==> src/rtl/arw_pkg.sv <==
// Register map, field layout and constants of the converter control.
package arw_pkg;

  // Register byte offsets.
  localparam logic [4:0] OFS_ENABLE_MODE   = 5'h00;
  localparam logic [4:0] OFS_ACCUM_COUNT   = 5'h01;
  localparam logic [4:0] OFS_REF_PRESCALE  = 5'h02;
  localparam logic [4:0] OFS_DELAY_CTRL    = 5'h03;
  localparam logic [4:0] OFS_WINDOW_MODE   = 5'h04;
  localparam logic [4:0] OFS_SAMPLE_LEN    = 5'h05;
  localparam logic [4:0] OFS_CHANNEL_SEL   = 5'h06;
  localparam logic [4:0] OFS_CONV_COMMAND  = 5'h08;
  localparam logic [4:0] OFS_EVENT_CTRL    = 5'h09;
  localparam logic [4:0] OFS_IRQ_ENABLE    = 5'h0A;
  localparam logic [4:0] OFS_FLAGS         = 5'h0B;
  localparam logic [4:0] OFS_DEBUG_RUN     = 5'h0C;
  localparam logic [4:0] OFS_BYTE_BUFFER   = 5'h0D;
  localparam logic [4:0] OFS_CONV_VALUE    = 5'h10;
  localparam logic [4:0] OFS_WIN_LOW       = 5'h12;
  localparam logic [4:0] OFS_WIN_HIGH      = 5'h14;
  localparam logic [4:0] OFS_DUTY_DUTY_CALIBRATION    = 5'h16;

  // Field positions.
  localparam int BIT_ENABLE    = 0;
  localparam int BIT_CONTINUOUS_CONVERSION_MODE   = 1;
  localparam int BIT_RES8      = 2;
  localparam int BIT_KEEP_STBY = 7;
  localparam int BIT_GO        = 0;
  localparam int BIT_INVALID   = 7;
  localparam int BIT_EVT_EN    = 0;
  localparam int BIT_DONE      = 0;
  localparam int BIT_WMATCH    = 1;

  // Write masks of the byte registers.
  localparam logic [7:0] MASK_ENABLE_MODE  = 8'h87;
  localparam logic [7:0] MASK_ACCUM_COUNT  = 8'h07;
  localparam logic [7:0] MASK_REF_PRESCALE = 8'h77;
  localparam logic [7:0] MASK_WINDOW_MODE  = 8'h07;
  localparam logic [7:0] MASK_SAMPLE_LEN   = 8'h1F;
  localparam logic [7:0] MASK_CHANNEL_SEL  = 8'h1F;
  localparam logic [7:0] MASK_ONE_BIT      = 8'h01;
  localparam logic [7:0] MASK_FLAGS        = 8'h03;

  // Reset values.
  localparam logic [7:0]  RST_BYTE = 8'h00;
  localparam logic [15:0] RST_WORD = 16'h0000;

  // Conversion figures.
  localparam logic [9:0]  FULL_SCALE     = 10'h3FF;
  localparam logic [5:0]  CONV_BASE_CYC  = 6'h0D;
  localparam logic [2:0]  ACCUM_MAX_CODE = 3'h6;
  localparam logic [8:0]  INIT_DLY_UNIT  = 9'h010;
  localparam logic [2:0]  INIT_DLY_MAX   = 3'h5;

  // Reference choice codes.
  localparam logic [1:0] REF_INTERNAL = 2'h0;
  localparam logic [1:0] REF_SUPPLY   = 2'h1;

  // Window compare codes.
  localparam logic [2:0] WIN_OFF     = 3'h0;
  localparam logic [2:0] WIN_BELOW   = 3'h1;
  localparam logic [2:0] WIN_ABOVE   = 3'h2;
  localparam logic [2:0] WIN_INSIDE  = 3'h3;
  localparam logic [2:0] WIN_OUTSIDE = 3'h4;

  // Interrupt vector offsets.
  localparam logic [7:0] VEC_DONE   = 8'h00;
  localparam logic [7:0] VEC_WMATCH = 8'h02;

  // Sample delivered by the analog core.
  typedef struct packed {
    logic       over_ref;
    logic [9:0] code;
  } arw_sample_s;

  // Interrupt request group.
  typedef struct packed {
    logic       done_req;
    logic       wmatch_req;
    logic       any_req;
    logic [7:0] vector;
  } arw_irq_s;

  typedef enum logic [1:0] {ST_IDLE, ST_INIT, ST_CONV} arw_state_e;

endpackage : arw_pkg

==> src/rtl/arw_ctrl.sv <==
// Converter control: registers, sequencing, accumulation, window and sleep.
//
// Our own choice: the plain strobed port.
`timescale 1ns/100ps
module arw_ctrl
  import arw_pkg::*;
(
  // Clock and reset
  input  wire logic              MCLK_IN,
  input  wire logic              NRST_IN,
  // Register port
  input  wire logic [4:0]        ADDR_IN,
  input  wire logic [7:0]        WDATA_IN,
  input  wire logic              WR_IN,
  input  wire logic              RD_IN,
  output logic      [7:0]        RDATA_OUT,
  // Event and sleep
  input  wire logic              EVENT_IN,
  input  wire logic              STANDBY_IN,
  input  wire logic              PWRDOWN_IN,
  output logic                   CLK_REQ_OUT,
  // Analog core
  input  wire arw_pkg::arw_sample_s SAMPLE_IN,
  output logic                   CONVERTING_OUT,
  output logic                   SAMPLE_TAKE_OUT,
  output logic      [1:0]        REF_SEL_OUT,
  output logic      [4:0]        CHANNEL_OUT,
  // Interrupt requests
  output arw_pkg::arw_irq_s      IRQ_OUT
);
  import arw_pkg::*;

  function automatic logic [7:0] presc_last(input logic [2:0] code);
    logic [8:0] div;
    div = 9'h002 << code;
    presc_last = 8'(div - 9'h001);
  endfunction : presc_last

  function automatic logic [6:0] accum_total(input logic [2:0] code);
    logic [2:0] c;
    c = (code > ACCUM_MAX_CODE) ? ACCUM_MAX_CODE : code;
    accum_total = 7'h01 << c;
  endfunction : accum_total

  logic [7:0]  enable_mode_r;
  logic [7:0]  accum_count_r;
  logic [7:0]  ref_prescale_r;
  logic [7:0]  delay_ctrl_r;
  logic [7:0]  window_mode_r;
  logic [7:0]  sample_len_r;
  logic [7:0]  channel_r;
  logic [7:0]  event_ctrl_r;
  logic [7:0]  irq_enable_r;
  logic [7:0]  debug_run_r;
  logic [7:0]  byte_buffer_r;
  logic [7:0]  duty_duty_calibration_r;
  logic [15:0] win_low_r;
  logic [15:0] win_high_r;
  logic [15:0] conv_value_r;
  logic        go_r;
  logic        invalid_r;
  logic        done_flag_r;
  logic        wmatch_flag_r;
  logic [7:0]  rdata_r;
  logic        ev_s1_r;
  logic        ev_s2_r;
  logic        ev_s3_r;
  logic        ev_level_r;
  logic        ev_edge;
  arw_state_e  state_r;
  logic [7:0]  presc_r;
  logic        adc_tick;
  logic [8:0]  cyc_r;
  logic [6:0]  samp_cnt_r;
  logic [15:0] accum_r;
  logic        need_init_r;
  logic        halted_r;
  logic        resumed_r;
  logic        enabled_q_r;
  logic        stby_q_r;
  logic [1:0]  ref_lock_r;
  logic [4:0]  chan_lock_r;
  logic        sample_take_r;
  logic        clk_req_r;
  arw_irq_s    irq_r;
  logic        enabled;
  logic        halt;
  logic        wr_go;
  logic        start_req;
  logic        sample_end;
  logic        last_sample;
  logic [9:0]  sample_code;
  logic [15:0] sample_val;
  logic [15:0] final_sum;
  logic        win_hit;
  logic        conv_done;
  logic [5:0]  conv_last;
  logic [8:0]  init_last;
  logic        rd_value;

  assign enabled = enable_mode_r[BIT_ENABLE];
  // Standby without keep-active freezes like power-down.
  assign halt = PWRDOWN_IN | (STANDBY_IN & ~enable_mode_r[BIT_KEEP_STBY]);
  assign wr_go = WR_IN & (ADDR_IN == OFS_CONV_COMMAND) & WDATA_IN[BIT_GO];
  // An enabled event starts a conversion on its edge.
  assign start_req = enabled & ~halt & ~go_r &
                     (wr_go | (event_ctrl_r[BIT_EVT_EN] & ev_edge));
  assign conv_last = CONV_BASE_CYC + {2'h0, delay_ctrl_r[3:0]} +
                     {1'h0, sample_len_r[4:0]};
  assign init_last = (delay_ctrl_r[7:5] > INIT_DLY_MAX) ? 9'h000 :
                     9'(INIT_DLY_UNIT << (delay_ctrl_r[7:5] - 3'h1));
  assign sample_end = (state_r == ST_CONV) & adc_tick & ~halt &
                      (cyc_r == {3'h0, conv_last} - 9'h001);
  assign last_sample = samp_cnt_r == accum_total(accum_count_r[2:0]) - 7'h01;
  // Inputs at or over the reference clamp to full scale.
  assign sample_code = SAMPLE_IN.over_ref ? FULL_SCALE : SAMPLE_IN.code;
  assign sample_val = enable_mode_r[BIT_RES8] ?
                      {8'h00, sample_code[9:2]} : {6'h00, sample_code};
  assign final_sum = accum_r + sample_val;
  assign conv_done = sample_end & last_sample;
  assign rd_value = RD_IN & (ADDR_IN == OFS_CONV_VALUE);

  // Strict window test on the full 16-bit sum, only at the final sample.
  always_comb
  begin
    unique case (window_mode_r[2:0])
      WIN_BELOW:   win_hit = final_sum < win_low_r;
      WIN_ABOVE:   win_hit = final_sum > win_high_r;
      WIN_INSIDE:  win_hit = (final_sum > win_low_r) &
                             (final_sum < win_high_r);
      WIN_OUTSIDE: win_hit = (final_sum < win_low_r) |
                             (final_sum > win_high_r);
      default:     win_hit = 1'b0;
    endcase
  end

  // Three-stage event sync; a change counts once stages two and three agree.
  always_ff @(posedge MCLK_IN)
  begin
    if (!NRST_IN)
    begin
      ev_s1_r    <= 1'b0;
      ev_s2_r    <= 1'b0;
      ev_s3_r    <= 1'b0;
      ev_level_r <= 1'b0;
    end
    else
    begin
      ev_s1_r <= EVENT_IN;
      ev_s2_r <= ev_s1_r;
      ev_s3_r <= ev_s2_r;
      if (ev_s2_r == ev_s3_r)
        ev_level_r <= ev_s3_r;
    end
  end
  assign ev_edge = ev_s2_r & ev_s3_r & ~ev_level_r;

  // Prescaler runs only during a conversion so the start delay is fixed.
  always_ff @(posedge MCLK_IN)
  begin
    if (!NRST_IN)
      presc_r <= 8'h00;
    else if (state_r == ST_IDLE || !enabled)
      presc_r <= 8'h00;
    else if (!halt)
      presc_r <= adc_tick ? 8'h00 : presc_r + 8'h01;
  end
  assign adc_tick = presc_r == presc_last(ref_prescale_r[2:0]);

  // Sequencer.
  always_ff @(posedge MCLK_IN)
  begin
    if (!NRST_IN)
    begin
      state_r    <= ST_IDLE;
      cyc_r      <= 9'h000;
      samp_cnt_r <= 7'h00;
      accum_r    <= RST_WORD;
    end
    else if (!enabled)
      state_r <= ST_IDLE;
    else if (!halt)
    begin
      unique case (state_r)
        ST_IDLE:
          if (start_req)
          begin
            cyc_r      <= 9'h000;
            samp_cnt_r <= 7'h00;
            accum_r    <= RST_WORD;
            state_r    <= (need_init_r && init_last != 9'h000) ?
                          ST_INIT : ST_CONV;
          end
        ST_INIT:
          if (adc_tick)
          begin
            cyc_r <= cyc_r + 9'h001;
            if (cyc_r == init_last - 9'h001)
            begin
              cyc_r   <= 9'h000;
              state_r <= ST_CONV;
            end
          end
        ST_CONV:
          if (sample_end)
          begin
            cyc_r <= 9'h000;
            // Only the final accumulated sum is compared.
            if (last_sample)
            begin
              samp_cnt_r <= 7'h00;
              accum_r    <= RST_WORD;
              // Free-running restarts at once while the go bit stays.
              if (!enable_mode_r[BIT_CONTINUOUS_CONVERSION_MODE])
                state_r <= ST_IDLE;
            end
            else
            begin
              samp_cnt_r <= samp_cnt_r + 7'h01;
              accum_r    <= final_sum;
            end
          end
          else if (adc_tick)
            cyc_r <= cyc_r + 9'h001;
      endcase
    end
  end

  // Startup wait is owed after enabling and after entering standby.
  always_ff @(posedge MCLK_IN)
  begin
    if (!NRST_IN)
    begin
      need_init_r <= 1'b1;
      enabled_q_r <= 1'b0;
      stby_q_r    <= 1'b0;
    end
    else
    begin
      enabled_q_r <= enabled;
      stby_q_r    <= STANDBY_IN;
      if ((enabled && !enabled_q_r) || (STANDBY_IN && !stby_q_r))
        need_init_r <= 1'b1;
      else if (state_r == ST_INIT && !halt)
        need_init_r <= 1'b0;
    end
  end

  // Halting mid-conversion taints the result of that conversion.
  always_ff @(posedge MCLK_IN)
  begin
    if (!NRST_IN)
    begin
      halted_r  <= 1'b0;
      resumed_r <= 1'b0;
      invalid_r <= 1'b0;
    end
    else
    begin
      halted_r <= halt & (state_r != ST_IDLE);
      if (halted_r && !halt)
        resumed_r <= 1'b1;
      else if (conv_done || state_r == ST_IDLE)
        resumed_r <= 1'b0;
      if (conv_done)
        invalid_r <= resumed_r | halt;
    end
  end

  // Go bit, flags and result.
  always_ff @(posedge MCLK_IN)
  begin
    if (!NRST_IN)
    begin
      go_r          <= 1'b0;
      done_flag_r   <= 1'b0;
      wmatch_flag_r <= 1'b0;
      conv_value_r  <= RST_WORD;
    end
    else
    begin
      if (!enabled)
        go_r <= 1'b0;
      else if (start_req)
        go_r <= 1'b1;
      else if (conv_done && !enable_mode_r[BIT_CONTINUOUS_CONVERSION_MODE])
        go_r <= 1'b0;
      if (conv_done)
        conv_value_r <= final_sum;
      // Hardware set wins over a clear in the same cycle.
      if (conv_done)
        done_flag_r <= 1'b1;
      else if (rd_value ||
               (WR_IN && ADDR_IN == OFS_FLAGS && WDATA_IN[BIT_DONE]))
        done_flag_r <= 1'b0;
      if (conv_done && win_hit)
        wmatch_flag_r <= 1'b1;
      else if (WR_IN && ADDR_IN == OFS_FLAGS && WDATA_IN[BIT_WMATCH])
        wmatch_flag_r <= 1'b0;
    end
  end

  // Software registers.
  always_ff @(posedge MCLK_IN)
  begin
    if (!NRST_IN)
    begin
      enable_mode_r  <= RST_BYTE;
      accum_count_r  <= RST_BYTE;
      ref_prescale_r <= RST_BYTE;
      delay_ctrl_r   <= RST_BYTE;
      window_mode_r  <= RST_BYTE;
      sample_len_r   <= RST_BYTE;
      channel_r      <= RST_BYTE;
      event_ctrl_r   <= RST_BYTE;
      irq_enable_r   <= RST_BYTE;
      debug_run_r    <= RST_BYTE;
      byte_buffer_r  <= RST_BYTE;
      duty_duty_calibration_r   <= RST_BYTE;
      win_low_r      <= RST_WORD;
      win_high_r     <= RST_WORD;
    end
    else if (WR_IN)
    begin
      unique case (ADDR_IN)
        OFS_ENABLE_MODE:  enable_mode_r  <= WDATA_IN & MASK_ENABLE_MODE;
        OFS_ACCUM_COUNT:  accum_count_r  <= WDATA_IN & MASK_ACCUM_COUNT;
        OFS_REF_PRESCALE: ref_prescale_r <= WDATA_IN & MASK_REF_PRESCALE;
        OFS_DELAY_CTRL:   delay_ctrl_r   <= WDATA_IN;
        OFS_WINDOW_MODE:  window_mode_r  <= WDATA_IN & MASK_WINDOW_MODE;
        OFS_SAMPLE_LEN:   sample_len_r   <= WDATA_IN & MASK_SAMPLE_LEN;
        OFS_CHANNEL_SEL:  channel_r      <= WDATA_IN & MASK_CHANNEL_SEL;
        OFS_EVENT_CTRL:   event_ctrl_r   <= WDATA_IN & MASK_ONE_BIT;
        OFS_IRQ_ENABLE:   irq_enable_r   <= WDATA_IN & MASK_FLAGS;
        OFS_DEBUG_RUN:    debug_run_r    <= WDATA_IN & MASK_ONE_BIT;
        OFS_BYTE_BUFFER:  byte_buffer_r  <= WDATA_IN;
        OFS_DUTY_DUTY_CALIBRATION:   duty_duty_calibration_r   <= WDATA_IN & MASK_ONE_BIT;
        OFS_WIN_LOW:      win_low_r[7:0]   <= WDATA_IN;
        OFS_WIN_LOW + 5'h01:  win_low_r[15:8]  <= WDATA_IN;
        OFS_WIN_HIGH:     win_high_r[7:0]  <= WDATA_IN;
        OFS_WIN_HIGH + 5'h01: win_high_r[15:8] <= WDATA_IN;
        default: ;
      endcase
    end
  end

  // Read port: data stand only in the cycle after the strobe.
  always_ff @(posedge MCLK_IN)
  begin
    if (!NRST_IN)
      rdata_r <= RST_BYTE;
    else if (!RD_IN)
      rdata_r <= RST_BYTE;
    else
    begin
      unique case (ADDR_IN)
        OFS_ENABLE_MODE:  rdata_r <= enable_mode_r;
        OFS_ACCUM_COUNT:  rdata_r <= accum_count_r;
        OFS_REF_PRESCALE: rdata_r <= ref_prescale_r;
        OFS_DELAY_CTRL:   rdata_r <= delay_ctrl_r;
        OFS_WINDOW_MODE:  rdata_r <= window_mode_r;
        OFS_SAMPLE_LEN:   rdata_r <= sample_len_r;
        OFS_CHANNEL_SEL:  rdata_r <= channel_r;
        OFS_CONV_COMMAND: rdata_r <= {invalid_r, 6'h00, go_r};
        OFS_EVENT_CTRL:   rdata_r <= event_ctrl_r;
        OFS_IRQ_ENABLE:   rdata_r <= irq_enable_r;
        OFS_FLAGS:        rdata_r <= {6'h00, wmatch_flag_r, done_flag_r};
        OFS_DEBUG_RUN:    rdata_r <= debug_run_r;
        OFS_BYTE_BUFFER:  rdata_r <= byte_buffer_r;
        OFS_DUTY_DUTY_CALIBRATION:   rdata_r <= duty_duty_calibration_r;
        OFS_CONV_VALUE:   rdata_r <= conv_value_r[7:0];
        OFS_CONV_VALUE + 5'h01: rdata_r <= conv_value_r[15:8];
        OFS_WIN_LOW:      rdata_r <= win_low_r[7:0];
        OFS_WIN_LOW + 5'h01:    rdata_r <= win_low_r[15:8];
        OFS_WIN_HIGH:     rdata_r <= win_high_r[7:0];
        OFS_WIN_HIGH + 5'h01:   rdata_r <= win_high_r[15:8];
        default:          rdata_r <= RST_BYTE;
      endcase
    end
  end

  // Reference and channel follow software while no conversion runs and reload at the end of each conversion.
  always_ff @(posedge MCLK_IN)
  begin
    if (!NRST_IN)
    begin
      ref_lock_r  <= REF_INTERNAL;
      chan_lock_r <= 5'h00;
    end
    else if (state_r == ST_IDLE || conv_done)
    begin
      ref_lock_r  <= ref_prescale_r[5:4];
      chan_lock_r <= channel_r[4:0];
    end
  end

  // Analog strobes, clock request and interrupt requests.
  always_ff @(posedge MCLK_IN)
  begin
    if (!NRST_IN)
    begin
      sample_take_r <= 1'b0;
      clk_req_r     <= 1'b0;
      irq_r         <= '0;
    end
    else
    begin
      sample_take_r <= sample_end;
      // The clock is held in standby while work is owed.
      clk_req_r <= STANDBY_IN & ~halt & (start_req | (state_r != ST_IDLE));
      irq_r.done_req   <= done_flag_r & irq_enable_r[BIT_DONE];
      irq_r.wmatch_req <= wmatch_flag_r & irq_enable_r[BIT_WMATCH];
      irq_r.any_req    <= (done_flag_r & irq_enable_r[BIT_DONE]) |
                          (wmatch_flag_r & irq_enable_r[BIT_WMATCH]);
      irq_r.vector     <= (done_flag_r & irq_enable_r[BIT_DONE]) ?
                          VEC_DONE : VEC_WMATCH;
    end
  end

  assign RDATA_OUT       = rdata_r;
  assign CLK_REQ_OUT     = clk_req_r;
  assign CONVERTING_OUT  = go_r;
  assign SAMPLE_TAKE_OUT = sample_take_r;
  assign REF_SEL_OUT     = ref_lock_r;
  assign CHANNEL_OUT     = chan_lock_r;
  assign IRQ_OUT         = irq_r;

endmodule : arw_ctrl

==> config.mk <==
export PLATFORM = sky130hd
export DESIGN_NAME = arw_ctrl
export DESIGN_NICKNAME = d
export VERILOG_FILES = /design/src/rtl/arw_pkg.sv /design/src/rtl/arw_ctrl.sv
export SDC_FILE = /design/constraint.sdc
export NUM_CORES = 1
export LEC_CHECK = 0
export BUFFER_PORTS_ARGS = -buffer_cell sky130_fd_sc_hd__buf_2
export CORE_ASPECT_RATIO = 0.5
export CORE_MARGIN = 10
export CORE_UTILIZATION = 40
export DETAILED_ROUTE_END_ITERATION = 7
export MAX_ROUTING_LAYER = met4
export PLACE_DENSITY = 0.66
export SYNTH_ARGS = -nofsm -noshare
export SYNTH_HDL_FRONTEND = slang
export SYNTH_SLANG_ARGS = --single-unit
export TNS_END_PERCENT = 50
==> constraint.sdc <==
create_clock -name MCLK_IN -period 12.3 [get_ports MCLK_IN]
set_input_delay 0 -clock MCLK_IN [delete_from_list [all_inputs] [get_ports MCLK_IN]]
set_output_delay 0 -clock MCLK_IN [all_outputs]
set_load 0.02 [all_outputs]
==> Word-level counts from Yosys, hierarchy flattened <==
Index checks and enable logic that the tools add are counted.
{ "op_classes": {"eq_ne": 37, "muxes": 38, "n_addsub": 11, "bitwise": 31, "n_lt_le_gt_ge": 6, "reduce_logical": 51, "shift": 3} }
{ "op_table": {"columns": ["op", "count"], "rows": [
  ["one-hot mux 8 bit (20 select lines)", 1],
  ["two-way mux 9 bit", 6],
  ["two-way mux 16 bit", 3],
  ["AND reduction 2 bit", 18],
  ["== test 5 bit, second input constant", 7],
  ["> comparator 16 bit", 2],
  ["< comparator 16 bit", 2],
  ["one-hot mux 16 bit (2 select lines)", 1],
  ["== test 5 x 4 -> 1 bit, second input constant", 6],
  ["one-hot mux 9 bit (3 select lines)", 1],
  ["two-way mux 7 bit", 3],
  ["bitwise AND 1 bit", 20],
  ["two-way mux 10 bit", 2],
  ["== test 9 bit", 2],
  ["adder 16 x 10 -> 16 bit", 1],
  ["two-way mux 2 bit", 8],
  ["== test 5 x 3 -> 1 bit, second input constant", 3],
  ["one-hot mux 7 bit (2 select lines)", 1],
  ["!= test 2 bit, second input constant", 6],
  ["nonzero test 2 bit", 6],
  ["== test 5 x 2 -> 1 bit, second input constant", 2],
  ["logical AND 1 bit", 10],
  ["AND reduction 5 bit", 2],
  ["adder 9 x 1 -> 9 bit, second input constant", 1],
  ["other kinds (37)", 63]
]} }
{ "word_totals": {"input_bits": 31, "regBits": 178} }

==> Depth between registers and ports, before layout <==
Gate-level depths: netlist of run 1.
{ "depth": {"depth_word": 10, "ltp_mapped": 20, "mapped_depth_nobuf": 19} }

==> Worst setup path before layout of run 1 <==
OpenSTA, ideal clock, no wires.
{ "synth_path": {"path_kind": "flip-flop to flip-flop", "startpoint": "reg enable_mode_r[2]", "endpoint": "reg wmatch_flag_r", "path_stages_with_launch": 21, "required_ns": 12.226, "setup_time_ns": 0.074, "setup_slack_ns": 8.009, "n_path_buf": 2, "arrival_ns": 4.216, "period_less_slack_ns": 4.291, "path_cell_list": "dfxtp_1 -> clkbuf_1 -> clkbuf_1 -> a211o_1 -> ha_1 -> inv_1 -> fa_1 -> nand2b_1 -> a21oi_1 -> nand3b_1 -> a221o_1 -> a21boi_0 -> or2_2 -> ha_1 -> nand4_1 -> nor3_1 -> a221oi_1 -> o21ai_0 -> or3_1 -> o211a_1 -> o21ai_0"} }
{ "synth_via": {"elab_chain_len": 7} }
{ "synth_rtl": {"columns": ["item", "line_no", "rtl"], "rows": [
  ["from (decl)", "arw_ctrl.sv:45", "logic [7:0] enable_mode_r;"],
  ["from (signal assigned)", "arw_ctrl.sv:326", "OFS_ENABLE_MODE: enable_mode_r <= WDATA_IN & MASK_ENABLE_MODE;"],
  ["two-way mux 10 bit *", "arw_ctrl.sv:117", "assign sample_val = enable_mode_r[BIT_RES8] ?"],
  ["adder 16 x 10 -> 16 bit *", "arw_ctrl.sv:119", "assign final_sum = accum_r + sample_val;"],
  ["net final_sum[14]", "arw_ctrl.sv:94", "logic [15:0] final_sum;"],
  ["< comparator 16 bit, or another cell as far along", "arw_ctrl.sv:127, arw_ctrl.sv:131", null],
  ["bitwise OR 1 bit or bitwise AND 1 bit (tied branches)", "arw_ctrl.sv:131, arw_ctrl.sv:129", null],
  ["one-hot mux 1 bit (4 select lines) *", "arw_ctrl.sv:126", "unique case (window_mode_r[2:0])"],
  ["logical AND 1 bit *", "arw_ctrl.sv:296", "if (conv_done && win_hit)"],
  ["two-way mux 1 bit or nonzero test 2 bit (tied branches)", null, null],
  ["to (signal assigned)", "arw_ctrl.sv:277", "wmatch_flag_r <= 1'b0;"],
  ["to (signal assigned)", "arw_ctrl.sv:297", "wmatch_flag_r <= 1'b1;"],
  ["to (signal assigned)", "arw_ctrl.sv:299", "wmatch_flag_r <= 1'b0;"],
  ["to (decl)", "arw_ctrl.sv:63", "logic wmatch_flag_r;"]
]} }
Mark *: on every way through the listed nets, which the timed path passes. The rest lies on a longest branch.
A chain may end at the register's enable or synchronous reset.

==> Worst setup path in the final report of run 1 <==
Same ends and word-level chain as after synthesis.

==> qor.yml, run 1 <==
min_from: "WDATA_IN[0]"
r2r_start: "enable_mode_r[2]"
synth-simple-area-share_pct: 22.55
cellPowerDensity_nw_per_um2: 106.5
final_area_sq_um: 11130
clockRootBuffer: "clkbuf_16"
hold_depth: 3
grt_use_total_pct: 20.64
route.met2.wl_mm: 14.16
wl_met3_mm: 2.970
viasPerCell: 5.993
crit_path_max_fanout: 20
met1_length_mm: 15.06
p_leak_nw: 4.105
synthDominantCellAreaShare_pct: 34.30
reg2reg_to: "wmatch_flag_r"
yosys_register_bits: 171
first_global_vias: 8926
antenna_left: 0
cts_setup_buffers: 0
yosysSeqAreaShare_pct: 34.30
drtPass1Iterations: 5
start_util_pct: 41.12
worstSetupPathType: "flip-flop to flip-flop"
reg2reg_slack_ps: 7290
seq_power_share_pct: 47.2
tightestPinTransition_ps: 1127
maxCapViolCount: 0
cts_tree: "done"
io_pins: 60
postSynth.asyncResetShare_pct: 0
die_w_um: 243.4
finalWirelength_mm: 33.13
synth_top_family_by_area: "simple AND/OR/NAND/NOR gates"
clockPowerShare_pct: 45.9
syn_area_per_cell_sq_um: 8.010
worstRegToRegCells: 16
synth_warnings: 0
yosys-top-cells-area: "dfxtp_1 34%, ha_1 7.6%, a21oi_1 6.3%"
switchingPower_mw: 0.3173
synth_cell_types: 81
slew_headroom_pct: 24.87
pwr-share-comb_pct: 7.0
finalSetupTns_ps: 0
core_area_sq_um: 24270
cts_htree_levels: 4
numClockSinks: 171
std_cell_rows: 40
cts_inserted_buffers: 17
ys.flop_type: "dfxtp_1"
diodes: 0
dieArea_sq_um: 32050
clockBufferDepth: 2
synth_fa_ha_area_share_pct: 8.048
outcome: "complete, no violations"
synth_mux_area_share_pct: 3.360
ir_drop_uv: 85.44
dp_hpwl_mm: 24.00
vias: 9667
gr-total-overflow: 0
hold_path.class: "input port to flip-flop"
drc_errors: 0
grt_pass1_wl_mm: 51.20
rsz0062_at_grt: "false"
max_freq_mhz: 199.7
cp_data_arrival_time_ps: 5370
fin_util_pct: 45.84
critPathRequiredTime_ps: 12670
antenna_found_initial: 0
place_area_sq_um: 10430
finalSetupViolCount: 0
syn-instance-count: 1246
fin_crit_sh_pct: 40.70
synth_edf_count: 0
yosysTopAreaCell: "dfxtp_1"
p_int_mw: 0.8677
drt_first_iter_violations: 1115
drv_slew: 0
gp_congestion: 0.9597
hold_viol_final: 0
final_nets: 1358
synth_xor_area_share_pct: 3.510
min_period_ps: 5006
drive_gt1_share_pct: 9.475
finalClockSkew_ps: 11.18
area_delta_synth_final_pct: 11.47
portBuffers: 52
critPathLaunchType: "flip-flop"
grt_max_degree: 72
top_layer_used: "met4"
synth_compound_area_share_pct: 21.89
clock_latency_ps: 440
synth.cell_area_sq_um: 9981
hold_path_end: "channel_r[0]"
p_sw_share_pct: 26.77
dieHeight_um: 131.7
cp-end-kind: "flip-flop"
clk_pin_slew_worst_paths_ps: 70
avgRoutedWirePerCell_um: 20.54
## critical path, stage by stage, from the launching register on
cell and delay (ps):
dfxtp_1 730, nor2b_1 110, a211o_1 300, ha_1 390, nand3_1 100, o31a_1 330, o21ai_0 570, nand4_1 240
xnor2_1 370, ha_1 320, a21o_1 160, a21o_1 170, a221oi_1 220, o21ai_0 170, or3_1 370, o211a_1 210
o21ai_0 150
## how the worst max path moves through the flow
stage | from | endpoint | slack (ps) | depth (start not counted)
2_1_floorplan | enable_mode_r[2] | wmatch_flag_r | 8010 | 20
3_3_place_gp | enable_mode_r[2] | wmatch_flag_r | 7610 | 16
3_5_place_dp | enable_mode_r[2] | wmatch_flag_r | 7400 | 16
4_1_cts | enable_mode_r[2] | wmatch_flag_r | 7360 | 16
5_1_grt | enable_mode_r[2] | wmatch_flag_r | 6990 | 16
6_report | enable_mode_r[2] | wmatch_flag_r | 7290 | 16
## per-stage QoR
stage                     cells  hold slack, ps  setup WS [ps]  power (mW)
final                      1613           58.01           7294       1.185
after CTS                  1613           33.31           7361       1.187
after global routing       1613           54.46           6987       1.220
after floorplan            1252           127.3           8009      0.6226
after global placement     1570           208.0           7612      0.6466
after detailed placement   1570           216.1           7402      0.6485
## synth_stat cells (17+ instances only)
cell type and instances:
o21ai_0 36, nand3_1 88, nor3_1 20, xnor2_1 28, a21o_1 17, nor2_1 80
ha_1 61, clkbuf_1 65, mux2i_1 29, and3_1 17, nand2_1 143, inv_1 72
dfxtp_1 171, a21oi_1 126
## cells in the final DEF, fill, tap and decap left out, types with 8 or more instances in the layout
| cell type | synthesis | layout |
|---|---|---|
| a211o_1 | 9 | 9 |
| a21o_1 | 17 | 17 |
| a21oi_1 | 126 | 126 |
| a221oi_1 | 12 | 12 |
| a22oi_1 | 15 | 15 |
| a31oi_1 | 11 | 11 |
| and3_1 | 17 | 17 |
| buf_2 | 5 | 52 |
| buf_4 | 8 | 14 |
| clkbuf_16 | 0 | 17 |
| dfxtp_1 | 171 | 171 |
| dlygate4sd3_1 | 0 | 11 |
| ha_1 | 61 | 61 |
| inv_1 | 72 | 71 |
| mux2i_1 | 29 | 29 |
| nand2_1 | 143 | 143 |
| nand2b_1 | 12 | 12 |
| nand3_1 | 88 | 88 |
| nand4_1 | 15 | 15 |
| nand4b_1 | 12 | 12 |
| nor2_1 | 80 | 80 |
| nor2b_1 | 15 | 15 |
| nor3_1 | 20 | 20 |
| nor3b_1 | 9 | 9 |
| o211ai_1 | 8 | 8 |
| o21ai_0 | 36 | 36 |
| o311ai_0 | 9 | 9 |
| xnor2_1 | 28 | 28 |
| xor2_1 | 12 | 12 |
## what timing repair did
action	in CTS	in global routing
gates resized for setup	0	0
hold buffers	11	0
endpoints found under the hold margin	63	0
## state kept, by name, summed over array words and instances, names as in the netlist, 2 cells and up
signal and flops:
IRQ_OUT 4, ref_prescale_r 6, cyc_r 9, irq_enable_r 2, state_r 2, win_low_r 16
REF_SEL_OUT 2, delay_ctrl_r 8, channel_r 5, accum_count_r 3, win_high_r 16, conv_value_r 16
presc_r 8, CHANNEL_OUT 5, samp_cnt_r 7, RDATA_OUT 8, sample_len_r 5, byte_buffer_r 8
enable_mode_r 4, accum_r 16, window_mode_r 3
## layout make-up
class / instances / area [sq um]
fillers: 2409 / 13150
multi-input cells: 925 / 5951
flip-flops and latches: 171 / 3423
repair buffers: 77 / 475.5
clock buffers: 17 / 425.4
well taps: 336 / 420.4
inverters: 72 / 272.8
clock inverters: 15 / 157.7
## power groups by stage
stage	Clock (mW)	Combinational [mW]	Sequential [mW]
2_1_floorplan	0	0.0521	0.571
3_3_place_gp	0	0.0749	0.572
3_5_place_dp	0	0.0767	0.572
4_1_cts	0.549	0.0798	0.559
5_1_grt	0.572	0.0889	0.559
6_report	0.543	0.0825	0.559
## cells by family (layout without fill, tap and decap cells)
logic type,after synthesis,count (layout)
flip-flops,171,171
other,1,7
multiplexers,33,33
AO/OA/AOI/OAI,327,327
AND/OR/NAND/NOR,455,455
buffers and inverters,156,181
adder cells (fa/ha/maj),63,63
XOR/XNOR,40,40
## per-layer routing
metal	global-route usage, %	vias up
met3	4.531	69
met4	7.939	0
met1	27.58	4648
li1	-	4512
met2	29.71	438
met5	-	-
Power figures use the tool's default switching activity.
==> run 2, diff against run 1 <==
Settings changed: ABC_AREA from default to 1.
Clock period 12.3 ns to 5 ns, I/O delays scaled along.
==> run 2 against run 1 <==
Hold slack worse by 26 ps. Critical path depth increased by 11. Wire length is 6.6% lower. Synthesized cell count increased by 18%. Die area increased by 0.39%. Sequential power up 150%. Count of clock-buffer cells in the layout up 2. Final cell count is 15% higher. Maximum frequency is 33% higher. Register-to-register slack worse by 6100 ps. Critical endpoint unchanged. Largest cell class unchanged. Largest power group unchanged.
==> qor.yml, run 2 <==
outcome: "complete, no violations"
cp_data_arrival_time_ps: 4070  # -1300 ps
multi_input_area_sq_um: 5559  # -6.6%
gr-total-overflow: 0  # unchanged
vias: 9814  # +1.5%
slew_headroom_pct: 36.16  # +11 points
std_cell_rows: 40  # unchanged
rsz0062_at_grt: "false"
clockRootBuffer: "clkbuf_16"
syn-instance-count: 1471  # +18%
finalClockSkew_ps: 15.44  # +4.264 ps
yosysSeqAreaShare_pct: 34.15  # -0.15 points
dieArea_sq_um: 32180  # +0.39%
finalWirelength_mm: 30.94  # -6.6%
cts_htree_levels: 4  # unchanged
diodes: 0  # unchanged
final_cells: 1863  # +15%
synth_warnings: 0  # unchanged
numClockSinks: 171  # unchanged
yosys-top-cells-area: "dfxtp_1 34%, nand2_1 11%, inv_1 7.7%"
ir_drop_uv: 225.0  # +160%
final_nets: 1608  # +18%
gp_congestion: 0.9711  # +1.2%
hold_viol_final: 0  # unchanged
antenna_left: 0  # unchanged
seq_area_sq_um: 3423  # unchanged
io_pins: 60  # unchanged
synth_cell_types: 52  # -36%
grt_pass1_wl_mm: 49.11  # -4.1%
critPathLaunchType: "flip-flop"
hold_ws_ps: 31.62  # -26.39 ps
maxCapViolCount: 0  # unchanged
cp-end-kind: "flip-flop"
hold_path.class: "input port to flip-flop"
drc_errors: 0  # unchanged
first_global_vias: 8987  # +0.68%
synthDominantCellAreaShare_pct: 34.15  # -0.15 points
post-place-cells: 1816  # +16%
drtPass1Iterations: 6  # +1
fin_crit_sh_pct: 75.52  # +35 points
avgRoutedWirePerCell_um: 16.61  # -19%
grt_max_degree: 57  # -21%
synth_edf_count: 0  # unchanged
cellPowerDensity_nw_per_um2: 261.8  # +150%
dp_hpwl_mm: 23.24  # -3.2%
start_util_pct: 41.21  # +0.095 points
synth.cell_area_sq_um: 10020  # +0.44%
yosys-top-cells-count: "291 x nand2_1, 205 x inv_1, 171 x dfxtp_1"
core_area_sq_um: 24320  # +0.21%
finalSetupViolCount: 0  # unchanged
layout_common_cells: "291 x nand2_1, 205 x inv_1, 171 x dfxtp_1, 149 x a21oi_1, 139 x nor2_1"
viasPerCell: 5.268  # -12%
totalPowerFinal_mw: 2.934  # +150%
yosys_register_bits: 171  # unchanged
p_leak_nw: 4.892  # +19%
min_period_ps: 3776  # -1230 ps
clockBufferDepth: 2  # unchanged
final_area_sq_um: 11210  # +0.72%
clk_pin_slew_worst_paths_ps: 80  # about the same
worstSetupPathType: "flip-flop to flip-flop"
layout_commonest_cell: "nand2_1"
syn_area_per_cell_sq_um: 6.815  # -15%
area_delta_synth_final_pct: 11.78
fill_cells: 2543  # +5.6%
portBuffers: 52  # unchanged
crit_path_max_fanout: 12  # -40%
max_freq_mhz: 264.8  # +33%
place_area_sq_um: 10480  # +0.47%
ys.flop_type: "dfxtp_1"
grt_use_total_pct: 19.38  # -1.3 points
yosysTopAreaCell: "dfxtp_1"
die_w_um: 243.9  # +0.20%
critPathRequiredTime_ps: 5300  # -7370 ps
drt_first_iter_violations: 1203  # +7.9%
antenna_found_initial: 0  # unchanged
drv_slew: 0  # unchanged
cts_tree: "done"
dieHeight_um: 131.9  # +0.19%
synth_most_common_cell: "nand2_1"
clock_latency_ps: 450  # about the same
tightestPinTransition_ps: 955.4  # -171.6 ps
drive_gt1_share_pct: 7.204  # -2.3 points
cts_inserted_buffers: 17  # unchanged
finalSetupTns_ps: 0  # unchanged
postSynth.asyncResetShare_pct: 0  # unchanged
-- run 2: repair_timing --
action                     CTS  global route
gates resized for setup      0             0
hold buffers                15             0
setup endpoints to repair    0             0
hold endpoints to repair    44             0
buffers inserted             0             0
-- run 2: kinds of logic (layout without fill, tap and decap cells) --
logic type | Yosys count | in the layout | synth area share [%]
other cells | 1 | 7 | 0.03741
flops | 171 | 171 | 34.15
xor+xnor | 27 | 27 | 2.496
compound gates | 321 | 321 | 17.61
simple gates | 624 | 624 | 27.07
buf+inv | 264 | 314 | 10.62
fa+ha+maj | 63 | 63 | 8.013
-- run 2: worst max-delay path, stage by stage, from the launching register on --
cell      delay (ps)
dfxtp_1          520
inv_1            200
nand2_1          120
o22ai_1           80
inv_1             60
ha_1             150
inv_1             50
fa_1             400
inv_1             90
nand3_1           60
nand2_1          130
nand2_1           60
nand2_1          120
nand3b_1         110
nand2_1           70
nand2_1           60
nand2_1           80
inv_1             60
ha_1             290
nand4_1          120
nor3_1           240
nand2_1          120
nand2_1          110
nand2_1           60
nand2_1           50
nand3_1           70
nand2_1           60
a21oi_1           60
-- run 2: worst paths after layout --
check	to	slack, ps	cells after the start	from
worst max-delay path	wmatch_flag_r	1220	27	enable_mode_r[2]
worst min register to register	ev_s3_r	440	2	ev_s2_r
worst min-delay path	event_ctrl_r[0]	30	5	ADDR_IN[0]
worst max register to register	wmatch_flag_r	1220	27	enable_mode_r[2]
-- run 2: where the power goes --
part	switching (mW)	total, mW	internal, mW
clock	0.621	1.34	0.715
sequential	0.00585	1.38	1.37
combinational	0.155	0.220	0.0655
total	0.782	2.93	2.15
-- run 2: through the flow --
stage | worst slack, ps | util (%)
floorplan | 1953 | -
global placement | 1410 | 43.09
detailed placement | 1301 | 43.09
CTS | 1253 | 46.07
global route | 658.8 | 46.07
finish | 1224 | 46.07
-- run 2: final cells by class --
class / instances / area share [%]
clock buffers: 19 / 3.953
clock inverters: 13 / 1.172
repair buffers: 70 / 3.863
multi-input cells: 1042 / 49.61
flip-flops and latches: 171 / 30.55
inverters: 212 / 7.101
well taps: 336 / 3.752
-- run 2: layer usage --
| layer | part of all wire, % | global-route usage, % | vias up |
|---|---|---|---|
| met5 | 0 | - | - |
| met4 | 2.5 | 6.758 | 0 |
| met3 | 7.1 | 3.358 | 46 |
| met2 | 42 | 28.05 | 365 |
| met1 | 48 | 26.53 | 4480 |
| li1 | - | - | 4923 |
==> run 3, diff against run 2 <==
Clock period 5 ns to 3.6 ns, I/O delays scaled along.
==> run 3 against run 2 <==
Setup slack got worse by 970 ps. Power increased by 37%. Clock power rose by 33%. Die area unchanged. Hold slack got worse by 8.0 ps. Flip-flop and latch count stayed put. Wire length about the same. Critical path depth shrank 3. Core utilization grew 0.78 points. Count of clock-buffer cells in the layout is 2 lower. Critical path type unchanged. Largest power group unchanged.
==> qor.yml, run 3 (synthesized netlist as in run 2, its figures left out) <==
worstRegToRegCells: 24  # -11%
die_w_um: 243.9  # unchanged
finalClockSkew_ps: 10.85  # -4.594 ps
clockBufferDepth: 2  # unchanged
area_delta_synth_final_pct: 13.67
clockRootBuffer: "clkbuf_16"
hold_depth: 3  # -2
core_area_sq_um: 24320  # unchanged
pre_cts_ws_ps: 191.0  # -1110 ps
clock_latency_ps: 450  # about the same
drtPass1Iterations: 6  # unchanged
p_sw_share_pct: 26.46  # -0.19 points
drive_gt1_share_pct: 9.446  # +2.2 points
clk_pin_slew_worst_paths_ps: 70  # about the same
r2r_start: "enable_mode_r[2]"
portBuffers: 52  # unchanged
finalSetupViolCount: 0  # unchanged
vias: 9835  # +0.21%
start_util_pct: 41.21  # unchanged
hold_path_end: "channel_r[2]"
dieArea_sq_um: 32180  # unchanged
hold_ws_ps: 23.60  # -8.022 ps
reg2reg_slack_ps: 250  # -970 ps
grt_max_degree: 60  # +5.3%
grt_use_total_pct: 19.15  # -0.23 points
cp-end-kind: "flip-flop"
layout_common_cells: "284 x nand2_1, 205 x inv_1, 171 x dfxtp_1, 145 x a21oi_1, 136 x nor2_1"
dp_hpwl_mm: 23.10  # -0.61%
crit_path_max_fanout: 11  # -1
slew_headroom_pct: 24.15  # -12 points
maxCapViolCount: 0  # unchanged
drt_first_iter_violations: 1036  # -14%
dieHeight_um: 131.9  # unchanged
viasPerCell: 5.254  # -0.27%
cts_inserted_buffers: 17  # unchanged
final_nets: 1619  # +0.68%
hold_viol_final: 0  # unchanged
fill_cells: 2485  # -2.3%
critPathLaunchType: "flip-flop"
max_freq_mhz: 298.4  # +13%
switchingPower_mw: 1.062  # +36%
io_pins: 60  # unchanged
tightestPinTransition_ps: 1137  # +181.1 ps
finalWirelength_mm: 30.94  # about the same
drc_errors: 0  # unchanged
ir_drop_uv: 274.6  # +22%
cts_tree: "done"
outcome: "complete, no violations"
antenna_found_initial: 1  # +1
fin_ws_ps: 249.1  # -974.6 ps
std_cell_rows: 40  # unchanged
min_period_ps: 3351  # -425.4 ps
layout_commonest_cell: "nand2_1"
cts_htree_levels: 4  # unchanged
totalPowerFinal_mw: 4.015  # +37%
seq_power_share_pct: 47.7  # +0.8 points
grt_pass1_wl_mm: 48.71  # -0.81%
clockPowerShare_pct: 44.4  # -1.1 points
p_leak_nw: 4.925  # +0.68%
worstSetupPathType: "flip-flop to flip-flop"
min_from: "WDATA_IN[2]"
cellPowerDensity_nw_per_um2: 352.4  # +35%
finalSetupTns_ps: 0  # unchanged
fin_crit_sh_pct: 93.08  # +18 points
antenna_left: 0  # unchanged
numClockSinks: 171  # unchanged
hold_path.class: "input port to flip-flop"
pwr-share-comb_pct: 8.0  # +0.5 points
first_global_vias: 8993  # +0.067%
critPathRequiredTime_ps: 3980  # -1320 ps
drv_slew: 0  # unchanged
reg2reg_to: "wmatch_flag_r"
gp_congestion: 0.9946  # +2.4%
gr-total-overflow: 0  # unchanged
p_int_mw: 2.953  # +37%
cp_data_arrival_time_ps: 3730  # -340 ps
avgRoutedWirePerCell_um: 16.53  # -0.46%
fin_util_pct: 46.85  # +0.78 points
-- run 3: changes by cell type in the layout (fill, tap and decap cells not counted), sizes merged --
cell / previous run / this run
clkbuf: 19 / 17
inv: 217 / 212
diode: 0 / 1
clkinv: 6 / 7
clkinvlp: 1 / 4
buf: 55 / 66
-- run 3: area by class of cell --
type	count	area (sq um)	share of cell area, %
antenna	1	2.502	0.02196
inverter	212	795.8	6.984
sequential	171	3423	30.04
tap	336	420.4	3.689
multi-input combinational	1042	5690	49.94
clock buffer	17	425.4	3.733
clock inverter	12	117.6	1.032
timing repair buffer	81	519.2	4.557
-- run 3: worst max path at each step --
stage,start,to,slack (ps),cells after the start
after floorplan,enable_mode_r[2],wmatch_flag_r,550,27
after global placement,delay_ctrl_r[1],conv_value_r[14],130,16
after detailed placement,enable_mode_r[2],wmatch_flag_r,190,24
after CTS,enable_mode_r[2],wmatch_flag_r,150,24
after global routing,enable_mode_r[2],wmatch_flag_r,-90,22
final,enable_mode_r[2],wmatch_flag_r,250,24
-- run 3: what timing repair did --
| action | in CTS | in global routing |
|---|---|---|
| setup buffers | 0 | 0 |
| endpoints found under the setup margin | 0 | 2 |
| resized for setup | 0 | 30 |
| hold buffers | 15 | 0 |
| hold endpoints to repair | 38 | 0 |
-- run 3: critical path, cell delays in order, from the launching register on --
cell and delay (ps):
dfxtp_1 310, buf_4 160, o21ai_0 200, inv_1 70, ha_2 380, nand3_1 100, nand2_2 130, nand3_1 80
nand2_1 140, nand2_1 80, o21bai_1 170, inv_1 60, nand2_1 70, nand2_2 90, ha_1 310, nand4_1 120
nor3_2 240, nand2_1 80, nand2_1 90, nand2_1 50, nand2_1 60, nand2_1 50, nand3_1 80, nand2_1 50
a21oi_1 110
-- run 3: stage by stage --
step,std cells,cell area [sq um]
floorplan,1477,10050
global placement,1827,10560
detailed placement,1827,10560
CTS,1871,11260
global route,1872,11390
finish,1872,11390
-- run 3: power by group through the flow --
stage	clock (mW)	sequential (mW)	combinational, mW
detailed placement	0	1.96	0.291
global route	1.88	1.91	0.355
global placement	0	1.96	0.289
floorplan	0	1.96	0.197
CTS	1.80	1.91	0.304
finish	1.78	1.91	0.320
-- run 3: layer usage --
metal | vias to the layer above | routed length, um | global-route usage, %
li1 | 4942 | - | -
met1 | 4512 | 14350 | 25.26
met2 | 329 | 13270 | 28.18
met3 | 52 | 2633 | 4.915
met4 | 0 | 684 | 5.592
met5 | - | 0 | -
